File: config.mk
export PLATFORM = sky130hd
export DESIGN_NAME = ssm_top
export DESIGN_NICKNAME = d
export VERILOG_FILES = /design/src/rtl/ssm_pkg.sv /design/src/rtl/ssm_top.sv
export VERILOG_INCLUDE_DIRS = /design/src /design/src/rtl
export SDC_FILE = /design/constraint.sdc
export NUM_CORES = 1
export LEC_CHECK = 0
export ABC_AREA = 0
export BUFFER_PORTS_ARGS = -buffer_cell sky130_fd_sc_hd__buf_2
export CELL_PAD_IN_SITES_DETAIL_PLACEMENT = 1
export CELL_PAD_IN_SITES_GLOBAL_PLACEMENT = 2
export CORE_MARGIN = 1
export CORE_UTILIZATION = 30
export CTS_BUF_LIST = sky130_fd_sc_hd__clkbuf_4 sky130_fd_sc_hd__clkbuf_8
export DETAILED_ROUTE_END_ITERATION = 8
export GPL_ROUTABILITY_DRIVEN = 0
export PLACE_DENSITY_LB_ADDON = 0.2
export SETUP_SLACK_MARGIN = 0.5
export SYNTH_ARGS = -nofsm -noshare
export SYNTH_HDL_FRONTEND = slang
export SYNTH_SLANG_ARGS = --single-unit
File: constraint.sdc
create_clock -name clk -period 18 [get_ports clk]
set_clock_uncertainty 0.05 [all_clocks]
set_input_delay 4.5 -clock clk [delete_from_list [all_inputs] [get_ports clk]]
set_output_delay 4.5 -clock clk [all_outputs]
set_load 0.01 [all_outputs]
File: src/rtl/ssm_consts.svh
// Offsets, field positions and reset values of the stop-mode controller
`ifndef SSM_CONSTS_SVH
`define SSM_CONSTS_SVH
// Register byte offsets
`define SSM_A_CTRL   8'h00
`define SSM_A_MODE   8'h04
`define SSM_A_CW     8'h08
`define SSM_A_DLY    8'h0C
`define SSM_A_STAT   8'h10
// CTRL fields
`define SSM_C_ENA    0
`define SSM_C_AUXES  1
`define SSM_C_BRAKE  2
`define SSM_C_FPOL   3
`define SSM_C_RPOL   4
`define SSM_CTRL_W   5
// MODE fields
`define SSM_M_SOFF   2:0
`define SSM_M_ESTOP  5:3
`define SSM_M_QSTOP  8:6
`define SSM_M_HALT   11:9
`define SSM_M_F1     13:12
`define SSM_M_F2     16:14
`define SSM_MODE_W   17
// Control word bits
`define SSM_CW_QS    2
`define SSM_CW_HALT  8
// Reset values
`define SSM_CW_RST   16'h0004
`define SSM_DLY_RST  16'h0064
// Bus responses
`define SSM_OKAY     2'h0
`define SSM_SLVERR   2'h2
`endif

File: src/rtl/ssm_pkg.sv
// Types of the stop-mode controller
package ssm_pkg;
   typedef enum logic [1:0] {
      SSM_RUN  = 2'h0,
      SSM_STOP = 2'h1,
      SSM_BRKW = 2'h2,
      SSM_HOLD = 2'h3
   } ssm_phase_t;

   // Lower code outranks higher code
   typedef enum logic [2:0] {
      SSM_C_F1    = 3'h0,
      SSM_C_F2    = 3'h1,
      SSM_C_ESTOP = 3'h2,
      SSM_C_LIMIT = 3'h3,
      SSM_C_SOFF  = 3'h4,
      SSM_C_QSTOP = 3'h5,
      SSM_C_HALT  = 3'h6,
      SSM_C_NONE  = 3'h7
   } ssm_cause_t;

   typedef enum logic [2:0] {
      SSM_S_COAST = 3'h0,
      SSM_S_ZERO  = 3'h1,
      SSM_S_RAMP  = 3'h2,
      SSM_S_RTRQ  = 3'h3,
      SSM_S_DB    = 3'h4
   } ssm_stop_t;

   typedef enum logic [1:0] {
      SSM_H_DEEN  = 2'h0,
      SSM_H_PLOCK = 2'h1,
      SSM_H_DB    = 2'h2
   } ssm_hold_t;

   typedef struct packed {
      logic energize;
      logic dyn_brake;
      logic pos_lock;
      logic zero_speed;
      logic ramp;
      logic rev_torque;
      logic fwd_inhibit;
      logic rev_inhibit;
      logic brake_engage;
      logic warn_estop;
      logic warn_limit;
      logic warn_other;
      logic fault;
   } ssm_out_t;

   typedef struct packed {
      logic [2:0]  fwd_s;
      logic [2:0]  rev_s;
      logic [2:0]  est_s;
      logic [2:0]  frs_s;
      logic        fwd_f;
      logic        rev_f;
      logic        est_f;
      logic        frs_f;
      logic        f1;
      logic        f2;
      ssm_phase_t  phase;
      ssm_cause_t  cause;
      ssm_stop_t   act;
      ssm_hold_t   hold;
      logic [15:0] cnt;
      logic [4:0]  ctrl;
      logic [16:0] mode;
      logic [15:0] cw;
      logic [15:0] dly;
      logic        aw_h;
      logic [7:0]  aw_a;
      logic        w_h;
      logic [31:0] w_d;
      logic [3:0]  w_s;
      logic        awready;
      logic        wready;
      logic        bvalid;
      logic [1:0]  bresp;
      logic        arready;
      logic        rvalid;
      logic [1:0]  rresp;
      logic [31:0] rdata;
      ssm_out_t    o;
   } ssm_st_t;
endpackage : ssm_pkg

File: src/rtl/ssm_top.sv
// Stop-event sequencer of a servo drive with an AXI4-Lite register slave
//
// Local design decisions: the register addresses and the AXI4-Lite slave port.
`timescale 1ns/1ps
`include "ssm_consts.svh"

module ssm_top
   import ssm_pkg::*;
#(
   parameter int ADDR_W = 8
) (
   input  wire logic              clk,
   input  wire logic              rst,
   input  wire logic [ADDR_W-1:0] s_axi_awaddr,
   input  wire logic              s_axi_awvalid,
   output logic                   s_axi_awready,
   input  wire logic [31:0]       s_axi_wdata,
   input  wire logic [3:0]        s_axi_wstrb,
   input  wire logic              s_axi_wvalid,
   output logic                   s_axi_wready,
   output logic [1:0]             s_axi_bresp,
   output logic                   s_axi_bvalid,
   input  wire logic              s_axi_bready,
   input  wire logic [ADDR_W-1:0] s_axi_araddr,
   input  wire logic              s_axi_arvalid,
   output logic                   s_axi_arready,
   output logic [31:0]            s_axi_rdata,
   output logic [1:0]             s_axi_rresp,
   output logic                   s_axi_rvalid,
   input  wire logic              s_axi_rready,
   input  wire logic              fault_reset_input,
   input  wire logic              forward_limit_input,
   input  wire logic              reverse_limit_input,
   input  wire logic              emergency_halt_input,
   input  wire logic              fault_class1,
   input  wire logic              fault_class2,
   input  wire logic              warn_other,
   input  wire logic              motor_at_rest,
   input  wire logic              move_fwd_req,
   input  wire logic              move_rev_req,
   output logic                   drive_energize,
   output logic                   dyn_brake_on,
   output logic                   pos_lock_on,
   output logic                   zero_speed_cmd,
   output logic                   ramp_stop_cmd,
   output logic                   rev_torque_cmd,
   output logic                   fwd_inhibit,
   output logic                   rev_inhibit,
   output logic                   brake_engage,
   output logic                   warn_estop,
   output logic                   warn_limit,
   output logic                   warn_other_seen,
   output logic                   fault_active
);

   ssm_st_t    st_q;
   ssm_st_t    st_d;
   ssm_cause_t cause_w;
   ssm_stop_t  act_w;
   ssm_hold_t  hold_w;
   logic       frs_edge;
   logic       est_any;
   logic       lim_hit;

   // Byte-lane merge for partial writes
   function automatic logic [31:0] merge(input logic [31:0] old,
                                         input logic [31:0] nw,
                                         input logic [3:0]  strb);
      logic [31:0] r;
      r = old;
      for (int i = 0; i < 4; i++) begin
         if (strb[i]) begin
            r[8*i +: 8] = nw[8*i +: 8];
         end
      end
      return r;
   endfunction : merge

   // Event arbitration, highest rank first
   always_comb begin
      frs_edge = ~st_q.frs_f & st_q.frs_s[1] & st_q.frs_s[2];
      est_any  = st_q.est_f | st_q.ctrl[`SSM_C_AUXES];
      lim_hit  = (st_q.fwd_f & move_fwd_req)
               | (st_q.rev_f & move_rev_req);
      if (st_q.f1) begin
         cause_w = SSM_C_F1;
      end else if (st_q.f2) begin
         cause_w = SSM_C_F2;
      end else if (est_any) begin
         cause_w = SSM_C_ESTOP;
      end else if (lim_hit) begin
         cause_w = SSM_C_LIMIT;
      end else if (!st_q.ctrl[`SSM_C_ENA]) begin
         cause_w = SSM_C_SOFF;
      end else if (!st_q.cw[`SSM_CW_QS]) begin
         cause_w = SSM_C_QSTOP;
      end else if (st_q.cw[`SSM_CW_HALT]) begin
         cause_w = SSM_C_HALT;
      end else begin
         cause_w = SSM_C_NONE;
      end
   end

   // Stop action and hold state for the chosen event
   always_comb begin
      act_w  = SSM_S_ZERO;
      hold_w = SSM_H_PLOCK;
      case (cause_w)
         SSM_C_F1: begin
            // Codes 0..2: coast/deen, brake/deen, brake/brake
            act_w  = (st_q.mode[`SSM_M_F1] == 2'h0) ? SSM_S_COAST
                                                    : SSM_S_DB;
            hold_w = (st_q.mode[`SSM_M_F1] == 2'h2) ? SSM_H_DB
                                                    : SSM_H_DEEN;
         end
         SSM_C_F2: begin
            if (st_q.ctrl[`SSM_C_BRAKE]) begin
               act_w  = SSM_S_ZERO;
               hold_w = SSM_H_DB;
            end else begin
               case (st_q.mode[`SSM_M_F2])
                  3'h0:       act_w = SSM_S_COAST;
                  3'h1, 3'h2: act_w = SSM_S_ZERO;
                  default:    act_w = SSM_S_DB;
               endcase
               hold_w = (st_q.mode[`SSM_M_F2] inside {3'h2, 3'h3})
                      ? SSM_H_DB : SSM_H_DEEN;   // Codes 2, 3 hold braking
            end
         end
         SSM_C_ESTOP: begin
            act_w  = ssm_stop_t'(st_q.mode[`SSM_M_ESTOP]);
            hold_w = SSM_H_PLOCK;
         end
         SSM_C_LIMIT: act_w = SSM_S_ZERO;
         SSM_C_SOFF: begin
            act_w  = ssm_stop_t'(st_q.mode[`SSM_M_SOFF]);
            hold_w = SSM_H_DEEN;
         end
         SSM_C_QSTOP: act_w = ssm_stop_t'(st_q.mode[`SSM_M_QSTOP]);
         SSM_C_HALT:  act_w = ssm_stop_t'(st_q.mode[`SSM_M_HALT]);
         default:     act_w = SSM_S_ZERO;
      endcase
      // Codes above the last stop mode fall back to zero speed
      act_w = (act_w > SSM_S_DB) ? SSM_S_ZERO : act_w;
   end

   // Next state of everything
   always_comb begin
      st_d = st_q;
      // Pin inputs: three flops, accept when second and third agree
      st_d.fwd_s = {st_q.fwd_s[1:0], forward_limit_input};
      st_d.rev_s = {st_q.rev_s[1:0], reverse_limit_input};
      st_d.est_s = {st_q.est_s[1:0], emergency_halt_input};
      st_d.frs_s = {st_q.frs_s[1:0], fault_reset_input};
      if (st_q.fwd_s[1] == st_q.fwd_s[2]) begin
         st_d.fwd_f = st_q.fwd_s[2] ^ st_q.ctrl[`SSM_C_FPOL];
      end
      if (st_q.rev_s[1] == st_q.rev_s[2]) begin
         st_d.rev_f = st_q.rev_s[2] ^ st_q.ctrl[`SSM_C_RPOL];
      end
      if (st_q.est_s[1] == st_q.est_s[2]) begin
         st_d.est_f = st_q.est_s[2];
      end
      if (st_q.frs_s[1] == st_q.frs_s[2]) begin
         st_d.frs_f = st_q.frs_s[2];
      end

      // Fault latches: a new fault beats a reset edge in the same cycle
      st_d.f1 = fault_class1 | (st_q.f1 & ~(frs_edge & ~fault_class1));
      st_d.f2 = fault_class2 | (st_q.f2 & ~(frs_edge & ~fault_class2));

      // Stop sequencer
      case (st_q.phase)
         SSM_RUN: begin
            if (cause_w != SSM_C_NONE) begin
               st_d.phase = SSM_STOP;
               st_d.cause = cause_w;
               st_d.act   = act_w;
               st_d.hold  = hold_w;
            end
         end
         SSM_STOP, SSM_HOLD: begin
            if (cause_w == SSM_C_NONE) begin
               st_d.phase = SSM_RUN;
               st_d.cause = SSM_C_NONE;
            end else if (cause_w < st_q.cause) begin
               // A more severe event restarts the stop in its own mode
               st_d.phase = SSM_STOP;
               st_d.cause = cause_w;
               st_d.act   = act_w;
               st_d.hold  = hold_w;
            end else if (st_q.phase == SSM_STOP && motor_at_rest) begin
               if (st_q.ctrl[`SSM_C_BRAKE] && st_q.cause <= SSM_C_F2
                   && st_q.dly != 16'h0000) begin
                  st_d.phase = SSM_BRKW;
                  st_d.cnt   = st_q.dly;
               end else begin
                  st_d.phase = SSM_HOLD;
               end
            end
         end
         SSM_BRKW: begin
            // Power stays on until the brake has had time to bite
            if (cause_w < st_q.cause) begin
               st_d.phase = SSM_STOP;
               st_d.cause = cause_w;
               st_d.act   = act_w;
               st_d.hold  = hold_w;
            end else if (st_q.cnt <= 16'h0001) begin
               st_d.phase = SSM_HOLD;
               st_d.cnt   = 16'h0000;
            end else begin
               st_d.cnt   = st_q.cnt - 16'h0001;
            end
         end
         default: begin
            st_d.phase = SSM_STOP;
         end
      endcase

      // Drive outputs, taken from the next state so they leave flops
      st_d.o = '0;
      case (st_d.phase)
         SSM_RUN: begin
            st_d.o.energize = 1'b1;
         end
         SSM_STOP: begin
            st_d.o.energize   = !(st_d.act inside {SSM_S_COAST, SSM_S_DB});
            st_d.o.zero_speed = (st_d.act == SSM_S_ZERO);
            st_d.o.ramp       = (st_d.act == SSM_S_RAMP);
            st_d.o.rev_torque = (st_d.act == SSM_S_RTRQ);
            st_d.o.dyn_brake  = (st_d.act == SSM_S_DB);
         end
         SSM_BRKW: begin
            st_d.o.energize   = 1'b1;
            st_d.o.zero_speed = 1'b1;
         end
         default: begin
            st_d.o.energize  = (st_d.hold == SSM_H_PLOCK);
            st_d.o.pos_lock  = (st_d.hold == SSM_H_PLOCK);
            st_d.o.dyn_brake = (st_d.hold == SSM_H_DB);
         end
      endcase
      st_d.o.brake_engage = st_q.ctrl[`SSM_C_BRAKE]
                          && st_d.phase != SSM_RUN;
      st_d.o.fwd_inhibit  = st_d.fwd_f;
      st_d.o.rev_inhibit  = st_d.rev_f;
      st_d.o.warn_estop   = st_d.est_f | st_q.ctrl[`SSM_C_AUXES];
      st_d.o.warn_limit   = st_d.fwd_f | st_d.rev_f;
      st_d.o.warn_other   = warn_other;
      st_d.o.fault        = st_d.f1 | st_d.f2;

      // AXI4-Lite write: address and data taken in either order
      if (s_axi_awvalid && st_q.awready) begin
         st_d.aw_h = 1'b1;
         st_d.aw_a = 8'(s_axi_awaddr);
      end
      if (s_axi_wvalid && st_q.wready) begin
         st_d.w_h = 1'b1;
         st_d.w_d = s_axi_wdata;
         st_d.w_s = s_axi_wstrb;
      end
      if (st_q.bvalid && s_axi_bready) begin
         st_d.bvalid = 1'b0;
      end
      if (st_q.aw_h && st_q.w_h && !st_q.bvalid) begin
         st_d.aw_h   = 1'b0;
         st_d.w_h    = 1'b0;
         st_d.bvalid = 1'b1;
         st_d.bresp  = `SSM_OKAY;
         case (st_q.aw_a)
            `SSM_A_CTRL: st_d.ctrl = `SSM_CTRL_W'(merge(
                  32'(st_q.ctrl), st_q.w_d, st_q.w_s));
            `SSM_A_MODE: st_d.mode = `SSM_MODE_W'(merge(
                  32'(st_q.mode), st_q.w_d, st_q.w_s));
            `SSM_A_CW:   st_d.cw = 16'(merge(
                  32'(st_q.cw), st_q.w_d, st_q.w_s));
            `SSM_A_DLY:  st_d.dly = 16'(merge(
                  32'(st_q.dly), st_q.w_d, st_q.w_s));
            `SSM_A_STAT: st_d.bresp = `SSM_OKAY;     // Read-only, ignored
            default:     st_d.bresp = `SSM_SLVERR;
         endcase
      end
      st_d.awready = !st_d.aw_h && !st_d.bvalid;
      st_d.wready  = !st_d.w_h && !st_d.bvalid;

      // AXI4-Lite read
      if (st_q.rvalid && s_axi_rready) begin
         st_d.rvalid = 1'b0;
      end
      if (s_axi_arvalid && st_q.arready) begin
         st_d.rvalid = 1'b1;
         st_d.rresp  = `SSM_OKAY;
         case (8'(s_axi_araddr))
            `SSM_A_CTRL: st_d.rdata = 32'(st_q.ctrl);
            `SSM_A_MODE: st_d.rdata = 32'(st_q.mode);
            `SSM_A_CW:   st_d.rdata = 32'(st_q.cw);
            `SSM_A_DLY:  st_d.rdata = 32'(st_q.dly);
            `SSM_A_STAT: st_d.rdata = {7'h00, st_q.o, st_q.f2, st_q.f1,
                                       st_q.hold, st_q.act, st_q.cause,
                                       st_q.phase};
            default: begin
               st_d.rdata = 32'h00000000;
               st_d.rresp = `SSM_SLVERR;
            end
         endcase
      end
      st_d.arready = !st_d.rvalid;
   end

   // State register; only constants under reset
   always_ff @(posedge clk or posedge rst) begin
      if (rst) begin
         st_q       <= '0;
         st_q.cw    <= `SSM_CW_RST;
         st_q.dly   <= `SSM_DLY_RST;
         st_q.phase <= SSM_STOP;
         st_q.cause <= SSM_C_SOFF;
      end else begin
         st_q <= st_d;
      end
   end

   // Ports straight from flops
   assign s_axi_awready   = st_q.awready;
   assign s_axi_wready    = st_q.wready;
   assign s_axi_bvalid    = st_q.bvalid;
   assign s_axi_bresp     = st_q.bresp;
   assign s_axi_arready   = st_q.arready;
   assign s_axi_rvalid    = st_q.rvalid;
   assign s_axi_rresp     = st_q.rresp;
   assign s_axi_rdata     = st_q.rdata;
   assign drive_energize  = st_q.o.energize;
   assign dyn_brake_on    = st_q.o.dyn_brake;
   assign pos_lock_on     = st_q.o.pos_lock;
   assign zero_speed_cmd  = st_q.o.zero_speed;
   assign ramp_stop_cmd   = st_q.o.ramp;
   assign rev_torque_cmd  = st_q.o.rev_torque;
   assign fwd_inhibit     = st_q.o.fwd_inhibit;
   assign rev_inhibit     = st_q.o.rev_inhibit;
   assign brake_engage    = st_q.o.brake_engage;
   assign warn_estop      = st_q.o.warn_estop;
   assign warn_limit      = st_q.o.warn_limit;
   assign warn_other_seen = st_q.o.warn_other;
   assign fault_active    = st_q.o.fault;
endmodule : ssm_top

## Word level (Yosys, flattened, before mapping)

Index checks and enable logic that the tools add are counted.

| storage, ports and cells | value |
|---|---|
| register bits | 196 |
| input bits | 69 |
| output and inout bits | 54 |
| word-level logic and storage cells | 212 |

| cells by class | value |
|---|---|
| add/sub/neg operators | 1 |
| $lt $le $gt $ge | 4 |
| eq/ne operators | 40 |
| mux-type cells | 51 |
| bitwise logic cells | 22 |
| reductions and logical operators | 47 |

Operators with widths:

| kind | number |
|---|---|
| 25-bit one-hot mux with 5 select lines | 1 |
| 16-bit 2-to-1 mux | 5 |
| 37-bit 2-to-1 mux | 1 |
| 35-bit 2-to-1 mux | 1 |
| 8-bit by 4-bit == test with 1-bit output, second input constant | 4 |
| 16-bit one-hot mux with 2 select lines | 1 |
| 10-bit one-hot mux with 3 select lines | 1 |
| 2-bit 2-to-1 mux | 12 |
| 3-bit 2-to-1 mux | 8 |
| 3-bit AND reduction | 8 |
| 21-bit 2-to-1 mux | 1 |
| 3-bit one-hot mux with 6 select lines | 1 |
| 8-bit by 3-bit == test with 1-bit output, second input constant | 2 |
| 8-bit by 5-bit == test with 1-bit output, second input constant | 2 |
| 16-bit by 1-bit <= comparator with 1-bit output, second input constant | 1 |
| 8-bit logical NOT | 2 |
| 16-bit nonzero test | 1 |
| 16-bit by 1-bit subtractor with 16-bit output, second input constant | 1 |
| 3-bit by 2-bit == test with 1-bit output, second input constant | 5 |
| 3-bit == test, second input constant | 5 |
| 1-bit logical AND | 13 |
| 2-bit inequality test, second input constant | 6 |
| 2-bit == test, second input constant | 5 |
| 1-bit 2-to-1 mux | 10 |
| other kinds (26) | 68 |

## Depth between registers and ports, before layout

Gate-level depths: netlist of run 1.

| logic depth | value |
|---|---|
| depth after elaboration | 18 |
| gate-level depth with buffers | 14 |
| gate-level depth less buffers | 14 |

## Worst setup path before layout of run 1

Ideal clock, no wire load.

| path | value |
|---|---|
| path type | input to register |
| from | input move_fwd_req |
| to | register st_q, in the netlist drive_energize |
| setup time | 129 ps |
| arrival | 7,313 ps |
| data required time | 17,821 ps |
| slack | 10,508 ps |
| stages | 13 |
| path buffers | 0 |
| cell sequence | a22o_4 -> a211oi_1 -> nand2b_1 -> inv_1 -> ha_1 -> or2b_1 -> o221ai_2 -> and3_2 -> o21ai_0 -> a221oi_1 -> inv_1 -> ha_1 -> o41a_1 |

RTL lines:

| what | RTL line | RTL |
|---|---|---|
| from (decl) | ssm_top.sv:39 | `input wire logic move_fwd_req,` |
| to (signal assigned) | ssm_top.sv:320 | `st_q <= st_d;` |
| to (decl) | ssm_top.sv:56 | `ssm_st_t st_q;` |

==> key figures, run 1 <==
Outcome
  • Status: completed

Timing
  • Final worst path period need: 7.84 ns
  • Unrepaired setup endpoints after global routing: no
  • Fin Setup TNS: 0 ns
  • Final Max Slew Viols: 0
  • Worst Tran Pin Value: 1.16 ns
  • Max Fclk: 0.128 GHz
  • Slew HR: 22.3%
  • Crit share post-route: 43.5%
  • Endpoints failing setup: 0
  • Final hold vios: 0

Worst setup path
  • Worst-path cell with the longest stage delay: a221oi_1
  • Kind of end point of the critical path: flip-flop
  • Worst R2R End: drive_energize$_DFF_PP0_
  • Largest stage delay, worst path: 0.80 ns
  • Reg-to-reg slack, setup: 13.80 ns
  • WP data required: 18.28 ns
  • Number of cells on the critical path: 13
  • Crit path buf inv count: 3
  • Reg2reg path depth: 12
  • Worst R2R Start: st_q[150]$_DFFE_PP0P_
  • CP Class: primary input to flip-flop
  • Crit path DAT: 8.12 ns
  • Cell Chain, Critical Path: buf_2, a22o_4, a211oi_1, nand2b_1, inv_1, ha_1, or2b_1, o221ai_2, nand3_1, a221oi_1, inv_1, ha_1, o41a_1
  • CP startpoint kind: primary input
  • Crit path launch: move_fwd_req
  • Crit path max fanout: 7
  • Kind of cell adding the most delay to the critical path: compound AO/OA/AOI/OAI gates

Yosys
  • Sequential cell area fraction in the yosys report: 52.6%
  • Synth Register Bits: 171
  • Synth async-reset ratio: 100%
  • Synth Warn #: 0
  • Area leader, netlist: dfrtp_1
  • Cells after synthesis: 719
  • Synth top area cells: dfrtp_1, mux2_2, buf_4
  • Syn avg cell area: 11.3 sq um
  • Post-synth EDFFs: 0
  • Yosys top cell area share: 50.7%
  • Top_reg_cell synth: dfrtp_1
  • Cell variety after synth: 76
  • Synth Cell Area: 8150 sq um

Power
  • Pwr Total: 0.00102 W
  • Clk pwr share: 28.6%
  • Sequential power share: 51.7%
  • Static Leak: 4.27 nW
  • Switch share: 31.8%
  • Switch Pwr: 0.000323 W
  • Int Pwr: 0.000695 W
  • Combinational power share: 19.7%
  • Pwr/cell area: 111 nW/um^2
  • VDD IR max: 0.0557 mV

Detailed routing
  • DR pass1 iterations: 5
  • DRC errors left: 0
  • Via count: 5777
  • Initial drt markers: 303
  • DR WL/cell: 19.5 um
  • Vias per inst: 5.09
  • Final Routed Wirelength: 22200 um
  • DRT antenna net count: 0

Global routing
  • GRT Resource Usage Total: 16.7%
  • Largest net degree at the start of global routing: 66
  • Initial antenna violation count: 0
  • Number of global-route vias before repair: 6184
  • Total congestion overflow: 0
  • First-pass GRT wire length: 35800 um

Clock network
  • Clock Sinks: 171
  • Inserted Clock Buffers: 17
  • TritonCTS clock tree: done
  • Hold-fix buffers, CTS: 0
  • Post-CTS resize count: 0
  • CTS Root Cell: clkbuf_8
  • Clock Path Buffers: 2
  • Worst skew pair latency: 0.45 ns
  • # H-tree levels: 4
  • Clock Pin Slew Worst Setup and Hold Paths: 0.10 ns
  • Post-CTS Setup Bufs: 0

Finish
  • Max FFs per register: 118
  • Most frequent cells in the layout: dfrtp_1, buf_2, mux2_2, nand2_1, nor2_1
  • Multi-input gate area: 3430 sq um
  • Fill cells: 2896
  • Area grow syn2layout: 12.7%
  • Top reg by flops: st_q
  • Fraction of layout cells with a size suffix above 1: 31.8%
  • Nets: 866
  • Commonest non-fill, non-tap cell in the layout: dfrtp_1
  • Antenna diode count: 0
  • Final Core Density: 34.8%
  • Register area: 4290 sq um

Placed design
  • Half-perimeter wire length after placement: 16600 um
  • # port buffers: 97

Die
  • Boundary pin count: 123
  • Die Y: 167 um
  • Initial Util: 30.9%
  • Rows: 59
  • Core Region: 26400 sq um
  • Die X: 167 um
  • DIE AREA: 27800 sq um

Hold path
  • Worst hold start: st_d[193]$_DFF_PP0_
  • Hold depth: 0
  • Worst hold path class: flip-flop to flip-flop
  • WHS Endpoint: st_d[194]$_DFF_PP0_

Job
  • Max-cap violations: 0
-- cells in the mapped netlist (6+ instances only) --
cell      number
dfrtp_1      165
mux2_2        83
nand2_1       66
nor2_1        45
buf_4         38
o21ai_0       36
a21oi_1       30
inv_1         21
clkbuf_1      18
o21ai_1       16
a22o_1        13
nor3_1        13
nor2b_1       12
a222oi_1      11
ha_1          10
nor4_1         8
nand3_1        7
a31oi_1        6
dfstp_2        6
-- power groups by stage --
stage	Combinational (W)	Sequential, W	Clock [W]
floorplan	0.000155	0.000502	0
global placement	0.000197	0.000531	0
detailed placement	0.000204	0.000534	0
CTS	0.000205	0.000527	0.000304
global route	0.000223	0.000538	0.000321
finish	0.000201	0.000526	0.000291
-- per-layer routing --
layer	wire, um	track usage [%]	share of wire [%]	vias to the layer above
li1	-	-	-	2705
met1	10300	22.3	47	2922
met2	10700	27.5	48	127
met3	677	2.95	3.1	23
met4	433	5.43	2.0	0
met5	0	0	0	-
-- through the flow --
stage	instances	setup WS [ns]	hold slack [ns]	instance area (sq um)
4_1_cts	1135	10.19	0.309	9180
5_1_grt	1135	9.92	0.321	9180
6_report	1135	10.16	0.305	9180
3_5_place_dp	1103	9.70	0.286	8750
2_1_floorplan	727	8.83	0.281	8180
3_3_place_gp	1103	9.91	0.283	8750
-- cell type report --
cell class	count	area share, %
clock buffers	20	2.86
clock inverters	12	1.80
inverters	21	0.913
multi-input cells	473	37.4
flip-flops and latches	171	46.7
well taps	335	4.57
repair buffers	103	5.78
-- worst max path at each step --
stage,endpoint,slack (ns)
2_1_floorplan,brake_engage$_DFF_PP0_,8.83
5_1_grt,drive_energize$_DFF_PP0_,9.92
3_5_place_dp,drive_energize$_DFF_PP0_,9.70
6_report,drive_energize$_DFF_PP0_,10.16
4_1_cts,drive_energize$_DFF_PP0_,10.19
3_3_place_gp,drive_energize$_DFF_PP0_,9.91
-- worst reg2reg max path: cells and delay by family, from the launching register on --
kind | cells | cell delay (ns)
simple gates | 4 | 1.12
compound gates | 4 | 1.77
flops | 1 | 0.47
fa+ha+maj | 2 | 0.46
buf+inv | 2 | 0.23
-- kinds of logic (layout without fill, tap and decap cells) --
kind of cell             Yosys count  count (layout)  synth area share (%)
multiplexers                      90              90                  13.1
XOR/XNOR                           1               1                 0.108
other                              1               9                0.0460
AO/OA/AOI/OAI                    161             161                  14.1
flip-flops                       171             171                  52.6
adder cells (fa/ha/maj)           12              12                  1.78
buffers and inverters             83             156                  5.70
AND/OR/NAND/NOR                  200             200                  12.5
Power figures use the tool's default switching activity.
==> run 2: changes to the inputs <==
--- a/config.mk
+++ b/config.mk
@@ -6,7 +6,7 @@
 export SDC_FILE = /design/constraint.sdc
 export NUM_CORES = 1
 export LEC_CHECK = 0
-export ABC_AREA = 0
+export ABC_AREA = 1
 export BUFFER_PORTS_ARGS = -buffer_cell sky130_fd_sc_hd__buf_2
 export CELL_PAD_IN_SITES_DETAIL_PLACEMENT = 1
 export CELL_PAD_IN_SITES_GLOBAL_PLACEMENT = 2
==> constraint.sdc (replaced) <==
create_clock -name clk -period 6.29 [get_ports clk]
set_clock_uncertainty 0.05 [all_clocks]
set_input_delay 1.5725 -clock clk [delete_from_list [all_inputs] [get_ports clk]]
set_output_delay 1.5725 -clock clk [all_outputs]
set_load 0.01 [all_outputs]
==> run 2 against run 1 <==
Routed wire length rose by 7.8%; total power increased to 3.1 times the previous value; worst hold slack improved by 0.00057 ns; design area increased by 1.7%; area after synthesis increased by 2.3%; non-clock buffer count shrank 2; synthesized cell count increased by 31%; critical path type unchanged; largest power group unchanged.
==> key figures, run 2 <==
Timing
  • Fin Setup TNS: 0 ns
  • Slew HR: 29.6%
  • Final worst path period need: 3.96 ns
  • Final hold vios: 0
  • Unrepaired setup endpoints after global routing: no
  • Crit share post-route: 62.9%
  • Worst Tran Pin Value: 1.06 ns
  • Fin worst setup slack: 2.33 ns
  • Endpoints failing setup: 0
  • Max Fclk: 0.253 GHz
  • Final Max Slew Viols: 0

Finish
  • Antenna diode count: 0
  • Top reg by flops: st_q
  • Commonest non-fill, non-tap cell in the layout: nand2_1
  • Final instance area: 9340 sq um
  • Final Core Density: 34.5%
  • Max FFs per register: 118
  • Fraction of layout cells with a size suffix above 1: 20.5%
  • Nets: 1087
  • Area grow syn2layout: 12.0%
  • Most frequent cells in the layout: nand2_1, dfrtp_1, o21ai_0, inv_1, buf_2

Yosys
  • Count leader, synth: nand2_1
  • Synth Warn #: 0
  • Yosys top cell area share: 49.5%
  • Top_reg_cell synth: dfrtp_1
  • Cells after synthesis: 941
  • Synth top area cells: dfrtp_1, nand2_1, o21ai_0
  • Synth Register Bits: 171
  • Syn avg cell area: 8.86 sq um
  • Commonest cells in the netlist: nand2_1, dfrtp_1, o21ai_0
  • Synth async-reset ratio: 100%
  • Area leader, netlist: dfrtp_1
  • Synth Cell Area: 8340 sq um
  • Sequential cell area fraction in the yosys report: 51.4%
  • Cell variety after synth: 54
  • Post-synth EDFFs: 0

Clock network
  • CTS Root Cell: clkbuf_8
  • Clock Pin Slew Worst Setup and Hold Paths: 0.09 ns
  • Inserted Clock Buffers: 17
  • # H-tree levels: 4
  • Post-CTS resize count: 0
  • TritonCTS clock tree: done
  • Post-CTS Setup Bufs: 0
  • Clock Path Buffers: 2
  • Hold-fix buffers, CTS: 0
  • Worst skew pair latency: 0.47 ns
  • Clock Sinks: 171

Worst setup path
  • Worst-path cell with the longest stage delay: a21oi_1
  • Crit path max fanout: 14
  • Largest stage delay, worst path: 0.47 ns
  • Crit path DAT: 4.31 ns
  • Reg2reg path depth: 14
  • WP data required: 6.64 ns
  • Worst path most repeated cell: nand2_2
  • Worst R2R End: zero_speed_cmd$_DFF_PP0_
  • Reg-to-reg slack, setup: 2.92 ns
  • CP startpoint kind: primary input
  • Cell Chain, Critical Path: buf_2, nand2_2, nand3_4, nor2_4, ha_1, a21oi_1, nand2_4, nand2_2, nand2_2, a21oi_1, ha_1, inv_1, nor2_2, nand3_2, a21oi_2
  • Kind of end point of the critical path: flip-flop
  • Worst R2R Start: st_q[181]$_DFF_PP0_
  • CP Class: primary input to flip-flop

Hold path
  • Hold depth: 0
  • Worst hold start: st_d[187]$_DFF_PP0_
  • Worst hold path class: flip-flop to flip-flop
  • WHS Endpoint: st_d[188]$_DFF_PP0_

Detailed routing
  • DR pass1 iterations: 4
  • Initial drt markers: 321
  • Via count: 6513
  • Final Routed Wirelength: 23900 um
  • DRC errors left: 0
  • DRT antenna net count: 0
  • DR WL/cell: 17.2 um
  • Vias per inst: 4.68

Global routing
  • GRT Resource Usage Total: 17.9%
  • Initial antenna violation count: 0
  • Total congestion overflow: 0
  • Largest net degree at the start of global routing: 172
  • Number of global-route vias before repair: 6703
  • First-pass GRT wire length: 38600 um

Die
  • Rows: 60
  • Die Y: 169 um
  • DIE AREA: 28500 sq um
  • Boundary pin count: 123
  • Core Region: 27100 sq um
  • Initial Util: 30.8%
  • Die X: 169 um

Power
  • Pwr/cell area: 334 nW/um^2
  • Static Leak: 4.41 nW
  • VDD IR max: 0.116 mV

Placed design
  • Dpl ws: 1.77 ns
  • Half-perimeter wire length after placement: 17700 um
  • # port buffers: 97
  • Dpl cell area: 8970 sq um

Job
  • Max-cap violations: 0

Outcome
  • Status: completed
-- run 2: cell count changes in the layout (fill, tap and decap cells not counted), sizes merged, moves of 7 or more --
cell,previous run,this run
o32ai,1,9
a22o,14,0
a21oi,30,21
o21ai,52,127
a222oi,11,0
inv,22,113
xor2,0,7
nor2b,13,0
nand2,66,234
nand3,7,31
nor2,46,57
mux2,83,7
nand4,6,21
-- run 2: where the power goes --
part	internal (W)	switching, W
Clock	0.000323	0.000434
Sequential	0.00134	0.000166
Combinational	0.000271	0.000578
Total	0.00194	0.00118
-- run 2: kinds of logic after synthesis --
family                     after synthesis  share of synthesized area (%)
xor gates and xnor gates                11                           1.16
adders and majority gates               12                           1.74
and+or+nand+nor                        372                           21.3
DFF                                    171                           51.4
buffers and inverters                  173                           9.70
muxes                                    7                          0.946
other                                    1                         0.0450
AOI/OAI and AO/OA                      194                           13.7
-- run 2: worst max-delay path by stage --
stage                            start                       end  slack (ns)  cells past startpoint
after CTS                 move_rev_req  zero_speed_cmd$_DFF_PP0_        2.29                     15
after floorplan           move_rev_req  zero_speed_cmd$_DFF_PP0_        2.46                     15
after global routing      move_fwd_req  zero_speed_cmd$_DFF_PP0_        2.04                     15
final                     move_rev_req  zero_speed_cmd$_DFF_PP0_        2.33                     15
after global placement    move_rev_req  zero_speed_cmd$_DFF_PP0_        1.81                     15
after detailed placement  move_rev_req  zero_speed_cmd$_DFF_PP0_        1.77                     15
-- run 2: routing by layer --
metal / global-route usage, % / vias up / part of all wire, %
li1: - / 3196 / -
met1: 25.3 / 3195 / 50
met2: 28.2 / 104 / 46
met3: 2.36 / 18 / 2.6
met4: 5.89 / 0 / 1.5
met5: 0 / - / 0
-- run 2: cell type report --
class                           count  area (sq um)
Clock inverter                     13           115
Fill cell                        3228         17800
Tap cell                          372           465
Clock buffer                       19           249
Multi-Input combinational cell    605          3270
Timing Repair Buffer              101           528
Inverter                          112           424
Sequential cell                   171          4290
-- run 2: stage by stage --
stage	std cells	power [W]	hold WS (ns)
4_1_cts	1393	0.00318	0.310
2_1_floorplan	949	0.00208	0.281
3_3_place_gp	1361	0.00239	0.285
6_report	1393	0.00312	0.306
5_1_grt	1393	0.00335	0.325
3_5_place_dp	1361	0.00240	0.287
-- run 2: critical path: cells and delay by family --
family                   cells  cell delay (ns)
buffers and inverters        2             0.17
AND/OR/NAND/NOR              8             1.05
adder cells (fa/ha/maj)      2             0.64
AO/OA/AOI/OAI                3             0.86
